[config.mk]
export PLATFORM = sky130hd
export DESIGN_NAME = edo_page_dram_interface
export DESIGN_NICKNAME = d
export VERILOG_FILES = /design/src/design/dram_ctrl_pkg.sv /design/src/design/edo_page_dram_interface.sv
export VERILOG_INCLUDE_DIRS = /design/src /design/src/design
export SDC_FILE = /design/constraint.sdc
export NUM_CORES = 1
export LEC_CHECK = 0
export BUFFER_PORTS_ARGS = -buffer_cell sky130_fd_sc_hd__buf_2
export CORE_UTILIZATION = 30
export CTS_BUF_LIST = sky130_fd_sc_hd__clkbuf_8
export DETAILED_ROUTE_END_ITERATION = 6
export GPL_TIMING_DRIVEN = 0
export HOLD_SLACK_MARGIN = 0.03
export PLACE_DENSITY_LB_ADDON = 0.25
export SYNTH_ARGS = -nofsm -noshare
export SYNTH_HDL_FRONTEND = slang
export SYNTH_SLANG_ARGS = --single-unit
[constraint.sdc]
create_clock -name clock -period 3.3 [get_ports clock]
set_input_delay 0.165 -clock clock [delete_from_list [all_inputs] [get_ports clock]]
set_output_delay 0.165 -clock clock [all_outputs]
set_load 0.05 [all_outputs]
[src/design/dram_ctrl_defines.svh]
// Timing and geometry constants for the page-mode dynamic memory controller.
`ifndef DRAM_CTRL_DEFINES_SVH
`define DRAM_CTRL_DEFINES_SVH
`define CLK_PERIOD_NS        40
`define ADDR_W               18
`define HALF_W               9
`define DATA_W               16
`define ROW_ACTIVE_MIN_NS    60
`define ROW_PRECHARGE_NS     40
`define COL_PRECHARGE_NS     10
`define ACCESS_NS            60
`define POWER_UP_WAIT_US     200
`define WAKE_CYCLES          8
`define REFRESH_ROWS         512
`define REFRESH_PERIOD_MS    8
`define RAS_CYC  (((`ROW_ACTIVE_MIN_NS) + `CLK_PERIOD_NS - 1) / `CLK_PERIOD_NS)
`define RP_CYC   (((`ROW_PRECHARGE_NS) + `CLK_PERIOD_NS - 1) / `CLK_PERIOD_NS)
`define CP_CYC   (((`COL_PRECHARGE_NS) + `CLK_PERIOD_NS - 1) / `CLK_PERIOD_NS)
`define ACC_CYC  (((`ACCESS_NS) + `CLK_PERIOD_NS - 1) / `CLK_PERIOD_NS)
`define PWR_CYC  (((`POWER_UP_WAIT_US) * 1000 + `CLK_PERIOD_NS - 1) / `CLK_PERIOD_NS)
`define REF_INTERVAL_CYC (((`REFRESH_PERIOD_MS) * 1000000 / `CLK_PERIOD_NS) / `REFRESH_ROWS)
`endif

[src/design/dram_ctrl_pkg.sv]
// Types shared by the page-mode dynamic memory controller.
package dram_ctrl_pkg;
  typedef enum logic [3:0] {
    ST_POWER_WAIT = 4'h0,
    ST_IDLE       = 4'h1,
    ST_ROW_OPEN   = 4'h2,
    ST_COL_LOW    = 4'h3,
    ST_COL_HIGH   = 4'h4,
    ST_ROW_CLOSE  = 4'h5,
    ST_PRECHARGE  = 4'h6,
    ST_REF_COL    = 4'h7,
    ST_REF_ROW    = 4'h8
  } state_t;
endpackage

[src/design/edo_page_dram_interface.sv]
// Controller that drives a strobe-multiplexed page-mode dynamic memory.
`timescale 1ns/1ps
`include "dram_ctrl_defines.svh"

module edo_page_dram_interface (
  input  wire logic                clock,
  input  wire logic                srst,
  input  wire logic                req_valid,
  output logic                     req_ready,
  input  wire logic                req_write,
  input  wire logic [17:0]         req_addr,
  input  wire logic [1:0]          req_byte_en,
  input  wire logic [15:0]         req_wdata,
  output logic                     rsp_valid,
  output logic [15:0]              rsp_rdata,
  output logic                     init_done,
  output logic                     row_strobe_n,
  output logic                     low_byte_col_strobe_n,
  output logic                     high_byte_col_strobe_n,
  output logic                     write_enable_n,
  output logic                     output_enable_n,
  output logic [8:0]               mux_address_pins,
  input  wire logic [15:0]         data_lines_in,
  output logic [15:0]              data_lines_out,
  output logic [15:0]              data_lines_oe
);

  localparam logic [15:0] RAS_CYC  = 16'(`RAS_CYC);
  localparam logic [15:0] RP_CYC   = 16'(`RP_CYC);
  localparam logic [15:0] CP_CYC   = 16'(`CP_CYC);
  localparam logic [15:0] ACC_CYC  = 16'(`ACC_CYC);
  localparam logic [15:0] PWR_CYC  = 16'(`PWR_CYC);
  localparam logic [15:0] REF_CYC  = 16'(`REF_INTERVAL_CYC);
  localparam logic [3:0]  WAKE_CYC = 4'(`WAKE_CYCLES);

  dram_ctrl_pkg::state_t state_r;
  logic [15:0] timer_r;
  logic [15:0] ref_timer_r;
  logic        ref_pending_r;
  logic        ref_overdue_r;
  logic [3:0]  wake_cnt_r;
  logic        op_write_r;
  logic [8:0]  row_r;
  logic [8:0]  col_r;
  logic [1:0]  be_r;
  logic [15:0] wdata_r;
  logic        page_hit;
  logic        timer_done;

  assign timer_done = (timer_r == 16'h0000);
  // A new request may reuse the open row only when no refresh is waiting.
  assign page_hit  = req_valid && (req_addr[17:9] == row_r) && !ref_pending_r;
  assign req_ready = (state_r == dram_ctrl_pkg::ST_IDLE || state_r == dram_ctrl_pkg::ST_COL_HIGH)
                     && timer_done && !ref_pending_r && init_done
                     && (state_r == dram_ctrl_pkg::ST_IDLE || page_hit);

  // Refresh interval timer; one request per 391-cycle row slot covers 512 rows in just over 8 ms.
  // A slot that expires with one still pending marks the period overdue.
  always_ff @(posedge clock) begin
    if (srst) begin
      ref_timer_r   <= REF_CYC;
      ref_pending_r <= 1'b0;
      ref_overdue_r <= 1'b0;
    end else begin
      if (ref_timer_r == 16'h0000) begin
        ref_timer_r <= REF_CYC;
      end else begin
        ref_timer_r <= ref_timer_r - 16'h0001;
      end
      // Set beats clear so no slot is lost.
      if (ref_timer_r == 16'h0000 && init_done) begin
        ref_pending_r <= 1'b1;
        if (ref_pending_r) begin
          ref_overdue_r <= 1'b1;
        end
      end else if (state_r == dram_ctrl_pkg::ST_REF_COL) begin
        ref_pending_r <= 1'b0;
        ref_overdue_r <= 1'b0;
      end
    end
  end

  // Main strobe sequencer; strobe edges are spaced by the derived cycle counts, except the one-cycle row-open and row-close steps.
  always_ff @(posedge clock) begin
    if (srst) begin
      state_r    <= dram_ctrl_pkg::ST_POWER_WAIT;
      timer_r    <= PWR_CYC;
      wake_cnt_r <= 4'h0;
      init_done  <= 1'b0;
      op_write_r <= 1'b0;
      row_r      <= 9'h000;
      col_r      <= 9'h000;
      be_r       <= 2'b00;
      wdata_r    <= 16'h0000;
    end else begin
      if (!timer_done) begin
        timer_r <= timer_r - 16'h0001;
      end
      case (state_r)
        dram_ctrl_pkg::ST_POWER_WAIT: begin
          // Strobes sit high through power-up to avoid surge current.
          if (timer_done) begin
            state_r <= dram_ctrl_pkg::ST_REF_COL;
            timer_r <= CP_CYC;
          end
        end
        dram_ctrl_pkg::ST_IDLE: begin
          if (ref_overdue_r) begin
            init_done  <= 1'b0;
            wake_cnt_r <= 4'h0;
            state_r    <= dram_ctrl_pkg::ST_REF_COL;
            timer_r    <= CP_CYC;
          end else if ((ref_pending_r || !init_done) && timer_done) begin
            // Until eight wake-up pulses are counted, idle only ever launches the next one.
            state_r <= dram_ctrl_pkg::ST_REF_COL;
            timer_r <= CP_CYC;
          end else if (req_ready && req_valid) begin
            op_write_r <= req_write;
            row_r      <= req_addr[17:9];
            col_r      <= req_addr[8:0];
            be_r       <= req_byte_en;
            wdata_r    <= req_wdata;
            state_r    <= dram_ctrl_pkg::ST_ROW_OPEN;
            timer_r    <= RAS_CYC;
          end
        end
        dram_ctrl_pkg::ST_ROW_OPEN: begin
          state_r <= dram_ctrl_pkg::ST_COL_LOW;
          timer_r <= ACC_CYC;
        end
        dram_ctrl_pkg::ST_COL_LOW: begin
          // Column strobe stays low until the slowest access time has passed.
          if (timer_done) begin
            state_r <= dram_ctrl_pkg::ST_COL_HIGH;
            timer_r <= CP_CYC;
          end
        end
        dram_ctrl_pkg::ST_COL_HIGH: begin
          if (req_ready && req_valid) begin
            op_write_r <= req_write;
            col_r      <= req_addr[8:0];
            be_r       <= req_byte_en;
            wdata_r    <= req_wdata;
            state_r    <= dram_ctrl_pkg::ST_COL_LOW;
            timer_r    <= ACC_CYC;
          end else if (timer_done) begin
            state_r <= dram_ctrl_pkg::ST_ROW_CLOSE;
          end
        end
        dram_ctrl_pkg::ST_ROW_CLOSE: begin
          state_r <= dram_ctrl_pkg::ST_PRECHARGE;
          timer_r <= RP_CYC;
        end
        dram_ctrl_pkg::ST_PRECHARGE: begin
          if (timer_done) begin
            state_r <= dram_ctrl_pkg::ST_IDLE;
          end
        end
        dram_ctrl_pkg::ST_REF_COL: begin
          // Both column strobes drop before the row strobe.
          if (timer_done) begin
            state_r <= dram_ctrl_pkg::ST_REF_ROW;
            timer_r <= RAS_CYC;
          end
        end
        dram_ctrl_pkg::ST_REF_ROW: begin
          if (timer_done) begin
            state_r <= dram_ctrl_pkg::ST_PRECHARGE;
            timer_r <= RP_CYC;
            if (!init_done) begin
              if (wake_cnt_r == WAKE_CYC - 4'h1) begin
                init_done <= 1'b1;
              end else begin
                wake_cnt_r <= wake_cnt_r + 4'h1;
              end
            end
          end
        end
        default: begin
          state_r <= dram_ctrl_pkg::ST_IDLE;
        end
      endcase
    end
  end

  // Strobe pins decoded from the registered state; address pins also take the row of a request accepted in idle.
  always_ff @(posedge clock) begin
    if (srst) begin
      row_strobe_n           <= 1'b1;
      low_byte_col_strobe_n  <= 1'b1;
      high_byte_col_strobe_n <= 1'b1;
      write_enable_n         <= 1'b1;
      output_enable_n        <= 1'b1;
      mux_address_pins       <= 9'h000;
      data_lines_out         <= 16'h0000;
      data_lines_oe          <= 16'h0000;
    end else begin
      row_strobe_n           <= !(state_r == dram_ctrl_pkg::ST_ROW_OPEN || state_r == dram_ctrl_pkg::ST_COL_LOW
                                  || state_r == dram_ctrl_pkg::ST_COL_HIGH
                                  || state_r == dram_ctrl_pkg::ST_REF_ROW);
      low_byte_col_strobe_n  <= !((state_r == dram_ctrl_pkg::ST_COL_LOW && be_r[0])
                                  || state_r == dram_ctrl_pkg::ST_REF_COL
                                  || state_r == dram_ctrl_pkg::ST_REF_ROW);
      high_byte_col_strobe_n <= !((state_r == dram_ctrl_pkg::ST_COL_LOW && be_r[1])
                                  || state_r == dram_ctrl_pkg::ST_REF_COL
                                  || state_r == dram_ctrl_pkg::ST_REF_ROW);
      // Early write: write enable falls with the column strobe, output enable stays high.
      write_enable_n         <= !(state_r == dram_ctrl_pkg::ST_COL_LOW && op_write_r);
      output_enable_n        <= !(state_r == dram_ctrl_pkg::ST_COL_LOW && !op_write_r);
      // The row leaves one edge ahead of its strobe, so it has settled when the strobe falls.
      mux_address_pins       <= (state_r == dram_ctrl_pkg::ST_COL_LOW) ? col_r
                                : (state_r == dram_ctrl_pkg::ST_IDLE && req_ready && req_valid) ? req_addr[17:9]
                                : row_r;
      data_lines_out         <= wdata_r;
      // Drive only strobed lanes during writes; never during refresh.
      data_lines_oe          <= (state_r == dram_ctrl_pkg::ST_COL_LOW && op_write_r)
                                ? {{8{be_r[1]}}, {8{be_r[0]}}} : 16'h0000;
    end
  end

  // Read data sampled on the last cycle of the column-low phase.
  always_ff @(posedge clock) begin
    if (srst) begin
      rsp_valid <= 1'b0;
      rsp_rdata <= 16'h0000;
    end else begin
      rsp_valid <= 1'b0;
      if (state_r == dram_ctrl_pkg::ST_COL_LOW && timer_done && !op_write_r) begin
        rsp_valid <= 1'b1;
        rsp_rdata <= data_lines_in;
      end
    end
  end

endmodule // edo_page_dram_interface

== Word level (Yosys, flattened, before mapping) ==
Cells that the tools add are included.
Widths: inputs -> output; s select.

* Word-level logic and storage cells: 152
* Register bits after elaboration: 136
* Input port bits: 56
* Output and inout bits: 65

* Reductions and logical operators: 50
* Eq/ne operators: 23
* $add $sub $neg: 3
* Muxes and demuxes: 51
* Bitwise logic cells: 3

{| class="wikitable"
|+ Operators by type and width
! cell !! number
|-
| $mux 16 || 9
|-
| $pmux 16 s6 || 1
|-
| $mux 4 || 14
|-
| $mux 9 || 5
|-
| $pmux 4 s9 || 1
|-
| $logic_not 16->1 || 2
|-
| $pmux 16 s2 || 1
|-
| $sub 16x1->16 const B || 2
|-
| $ne 2x2->1 const B || 11
|-
| $eq 4x3->1 const B || 5
|-
| $pmux 9 s2 || 1
|-
| $logic_and 1x1->1 || 17
|-
| $mux 1 || 12
|-
| $logic_or 1x1->1 || 10
|-
| $eq 9x9->1 || 1
|-
| $eq 4x2->1 const B || 2
|-
| $logic_not 1->1 || 8
|-
| $pmux 4 s2 || 1
|-
| $reduce_and 7->1 || 1
|-
| $mux 2 || 3
|-
| $reduce_and 3->1 || 2
|-
| $reduce_bool 2->1 || 3
|-
| $reduce_and 5->1 || 1
|-
| $add 4x1->4 const B || 1
|-
| other kinds (12) || 16
|}

== Longest topological paths before layout ==
* Word-level depth: 11
* Gate-level depth with buffers: 12
* Depth with buffers taken out: 12

== Least setup slack after synthesis ==
Ideal clock, no wire load.

* Path type: reg-to-reg
* From: register timer_r[0]
* To: register be_r[0]
* Stages on the path, launching flop included: 11
* Clock period less this slack: 2505 ps
* Setup slack: 795 ps
* Arrival time: 2377 ps
* Setup time: 128 ps
* Required time: 3172 ps
* Buffers on the path: 2
* Cells stage by stage: dfxtp_1 -> inv_1 -> ha_1 -> or4b_1 -> or2_4 -> nor4_1 -> nand3_1 -> buf_2 -> buf_6 -> mux2i_1 -> nor2_1

* Longest elaborated chain between the ends: 10
* Elaborated cells on any way between the ends: 13
* Classes of those cells: 1 x eq/ne; 4 x mux; 8 x reduce/logical

{| class="wikitable"
|+ RTL lines
! element !! line !! text
|-
| from (decl) || edo_page_dram_interface.sv:37 || <nowiki>logic [15:0] timer_r;</nowiki>
|-
| from (signal assigned) || edo_page_dram_interface.sv:97 || <nowiki>timer_r <= timer_r - 16'h0001;</nowiki>
|-
| $logic_not 16->1 (*) || edo_page_dram_interface.sv:50 || <nowiki>assign timer_done = (timer_r == 16'h0000);</nowiki>
|-
| $logic_and 1x1->1 (3 in series) || edo_page_dram_interface.sv:54 || <nowiki>&& timer_done && !ref_pending_r && init_done</nowiki>
|-
| $logic_and 1x1->1 || edo_page_dram_interface.sv:55 || <nowiki>&& (state_r == dram_ctrl_pkg::ST_IDLE || page_hit);</nowiki>
|-
| $logic_and 1x1->1 || edo_page_dram_interface.sv:117, edo_page_dram_interface.sv:139 ||
|-
| $mux 2 (3 in series) || - ||
|-
| $pmux 2 s2 || - ||
|-
| to (signal assigned) || edo_page_dram_interface.sv:121 || <nowiki>be_r <= req_byte_en;</nowiki>
|-
| to (signal assigned) || edo_page_dram_interface.sv:142 || <nowiki>be_r <= req_byte_en;</nowiki>
|-
| to (decl) || edo_page_dram_interface.sv:45 || <nowiki>logic [1:0] be_r;</nowiki>
|}

Every way passes the cells marked *; elsewhere a longest branch is shown, timed or not. The select of a mux whose other input is x is not followed.
A chain may end at the register's enable or synchronous reset.

== Worst setup path after layout ==
* From: register timer_r[0]
* To: register rsp_rdata[15]

* Longest elaborated chain between the ends: 3

{| class="wikitable"
|+ RTL lines
! element !! line !! text
|-
| $logic_not 16->1 || edo_page_dram_interface.sv:50 ||
|-
| $logic_and 1x1->1 (2 in series) || edo_page_dram_interface.sv:228 || <nowiki>if (state_r == dram_ctrl_pkg::ST_COL_LOW && timer_done && !op_write_r) begin</nowiki>
|-
| to (signal assigned) || edo_page_dram_interface.sv:230 || <nowiki>rsp_rdata <= data_lines_in;</nowiki>
|-
| to (decl) || edo_page_dram_interface.sv:15 || <nowiki>output logic [15:0] rsp_rdata,</nowiki>
|}

Every way passes these cells.

==> reports/summary.txt <==
Hold Crit Class -> in2reg
worst-case reg-to-reg path depth -> 10
Yosys top cell area share -> 0.471
via count -> 4,853
EDFF count, synth -> 0
Die H -> 137 um
Worst Setup Path Type -> reg2reg
Sink Count -> 129
final net count -> 876
Internal -> 2.80 mW
Area growth syn-to-layout -> 33.3%
Max IR drop VDD -> 245 uV
register bit count reported by yosys -> 129
initial DRC count -> 228
Setup TNS -> 0 ps
CP arrival -> 3370 ps
layout cells sized above 1 -> 0.220
WL final -> 13,800 um
vias per inst -> 4.60
Min Clock Period, post-route -> 3070 ps
highest clock rate -> 325 MHz
Max Clock Skew -> 10.7 ps
Main synth FF type -> dfxtp_1
distinct cell type count after synthesis -> 53
clock latency on the worst-skew pair -> 430 ps
RSZ-0062 raised after global routing -> false
Synth Instances -> 620
syn_area_per_cell -> 8.84 um^2
routability cong. -> 0.900
sequential share of power -> 0.420
Synth Net Count -> 683
Slew Viols, Final -> 0
antenna violations before repair -> 0
# DRC -> 0
Sw Pwr -> 1.33 mW
CTS Root Cell -> clkbuf_8
Antenna diodes -> 0
post-synthesis sequential area ratio -> 0.471
Hold Vio Cnt, Final -> 0
TritonCTS clock tree -> built
Core Rows -> 49
Crit Path Max Fanout -> 10
Top-Level Pins -> 121
setup violators final -> 0
core area -> 17,900 um^2
area leader, netlist -> dfxtp_1
Post-DP HPWL -> 9760 um
final setup margin -> 228 ps
yosys warns -> 0
Antenna Nets Post-Route -> 0
top post-synthesis cells by area -> dfxtp_1 47%, mux2i_1 6.9%, nor2_1 6.1%
Placed Cells -> 969
die area -> 18,800 um^2
crit path capture type -> flop
MaxCap Viol Count -> 0
port bufs -> 120
GRT Total Usage -> 0.155
placed inst area -> 6370 um^2
largest net degree at the start of global routing -> 17
wire length per cell -> 13.0 um
Max-slew headroom -> 0.413
clock slew at reported path FFs -> 70 ps
Pre-Repair DR Iteration Count -> 4
PnR Total Power -> 4.13 mW
status -> finished clean
fraction of registers with async set/reset -> 0
Initial Util -> 0.306
critical path required time -> 3600 ps
post-CTS setup buffer count -> 0
H-tree Lvls -> 4
Static Leak -> 3.19 nW
chip width -> 137 um
Hold Crit Depth -> 5
CP Launch Type -> flop
filler cell count -> 1,829
register area -> 2580 um^2
Pwr Density -> 565 nW/um^2
cts bufs inserted -> 17
cell area after layout -> 7300 um^2
GR Overflow Total -> 0
first-pass GRT wire length -> 22,300 um
CTS Buffer Depth -> 2
slew at the pin closest to its max-slew limit -> 873 ps
setup slack after placement -> 93.1 ps
Syn Std Cell Area -> 5480 um^2
Clock Power Share -> 0.321
Final period util -> 0.931
multi-input logic area -> 2630 um^2
Combinational Power Share -> 0.259
Layout Cells excl Fill -> 1,055
vias in the first global route -> 4,589
Sw Ratio -> 0.322
[per-stage QoR]
step | hold slack, ps | util
floorplan | 289 | -
global placement | 395 | 0.356
detailed placement | 402 | 0.356
CTS | 383 | 0.408
global route | 430 | 0.408
finish | 425 | 0.408
[layer usage]
metal  global-route usage  vias to the layer above  wire (um)
met2                0.259                       85       6740
met5                    0                        -          0
met4               0.0598                        0        252
met3               0.0496                       20        544
li1                     -                     2488          -
met1                0.182                     2260       6230
[Yosys cell counts, drive strengths merged (10+ instances only)]
cell type	n
nand2	81
nor2b	22
nor3	15
nor2	89
buf	21
dfxtp	129
mux2i	38
xnor2	26
xor2	10
nor4	10
a21oi	47
a211oi	10
o21ai	13
clkbuf	22
[critical path: stages, from the launching register on]
cell	delay, ps
dfxtp_1	350
inv_1	130
ha_1	170
or4b_1	500
nor3_2	530
nand2_1	210
or3_1	390
clkbuf_1	190
clkbuf_1	280
nand2_1	130
a21oi_1	60
[cells by family after synthesis]
| kind of cell | count (synthesis) | share of synthesized area |
|---|---|---|
| and+or+nand+nor | 264 | 0.232 |
| DFF | 129 | 0.471 |
| AOI/OAI and AO/OA | 95 | 0.104 |
| buffers and inverters | 51 | 0.0498 |
| muxes | 38 | 0.0694 |
| xor gates and xnor gates | 36 | 0.0575 |
| adders and majority gates | 7 | 0.0160 |
[timing repair]
| action | CTS | global route |
|---|---|---|
| setup endpoints to repair | 0 | 10 |
| endpoints found under the hold margin | 54 | 0 |
| gates resized for setup | 0 | 1 |
| hold buffers | 54 | 0 |
[final cells by class]
class,instances,share of cell area
plain buffers,43,0.0329
multi-input cells,440,0.360
inverters,8,0.00445
repair buffers,174,0.156
well taps,229,0.0392
flip-flops and latches,129,0.354
clock buffers,20,0.0377
clock inverters,12,0.0161
[registers in the layout, indices dropped and copies added, names as in the netlist, 2 cells and up]
signal / cells
be_r: 2
col_r: 9
data_lines_oe: 2
data_lines_out: 16
mux_address_pins: 9
ref_timer_r: 16
row_r: 9
rsp_rdata: 16
state_r: 4
timer_r: 16
wake_cnt_r: 4
wdata_r: 16
[power groups by stage]
stage | sequential (mW) | combinational [mW] | clock, mW
2_1_floorplan | 1.79 | 0.741 | 0
3_3_place_gp | 1.77 | 1.02 | 0
3_5_place_dp | 1.77 | 1.02 | 0
4_1_cts | 1.73 | 1.07 | 1.38
5_1_grt | 1.75 | 1.20 | 1.45
6_report | 1.73 | 1.07 | 1.33
[worst paths after layout]
check | startpoint | to | slack (ps)
hold reg to reg | rsp_rdata[9] | rsp_rdata[9] | 450
setup / recovery | timer_r[0] | rsp_rdata[15] | 230
setup reg to reg | timer_r[0] | rsp_rdata[15] | 230
hold / removal | req_valid | row_r[2] | 430
[placed cells by master (no fill, tap or decap), drive strengths merged, types with 6 or more instances in the layout]
| master | Yosys | layout |
|---|---|---|
| dfxtp | 129 | 129 |
| a31oi | 6 | 6 |
| xor2 | 10 | 10 |
| mux2i | 38 | 38 |
| nor2 | 89 | 89 |
| nor3 | 15 | 15 |
| o21ai | 13 | 13 |
| nand2 | 81 | 81 |
| a21oi | 47 | 47 |
| nor4 | 10 | 10 |
| nor2b | 22 | 22 |
| buf | 21 | 141 |
| xnor2 | 26 | 26 |
| nand4 | 8 | 8 |
| nand3 | 9 | 9 |
| ha | 7 | 7 |
| a211oi | 10 | 10 |
| clkbuf | 22 | 42 |
| dlygate4sd3 | 0 | 54 |
| inv | 7 | 12 |
(Power assumes the default switching activity.)
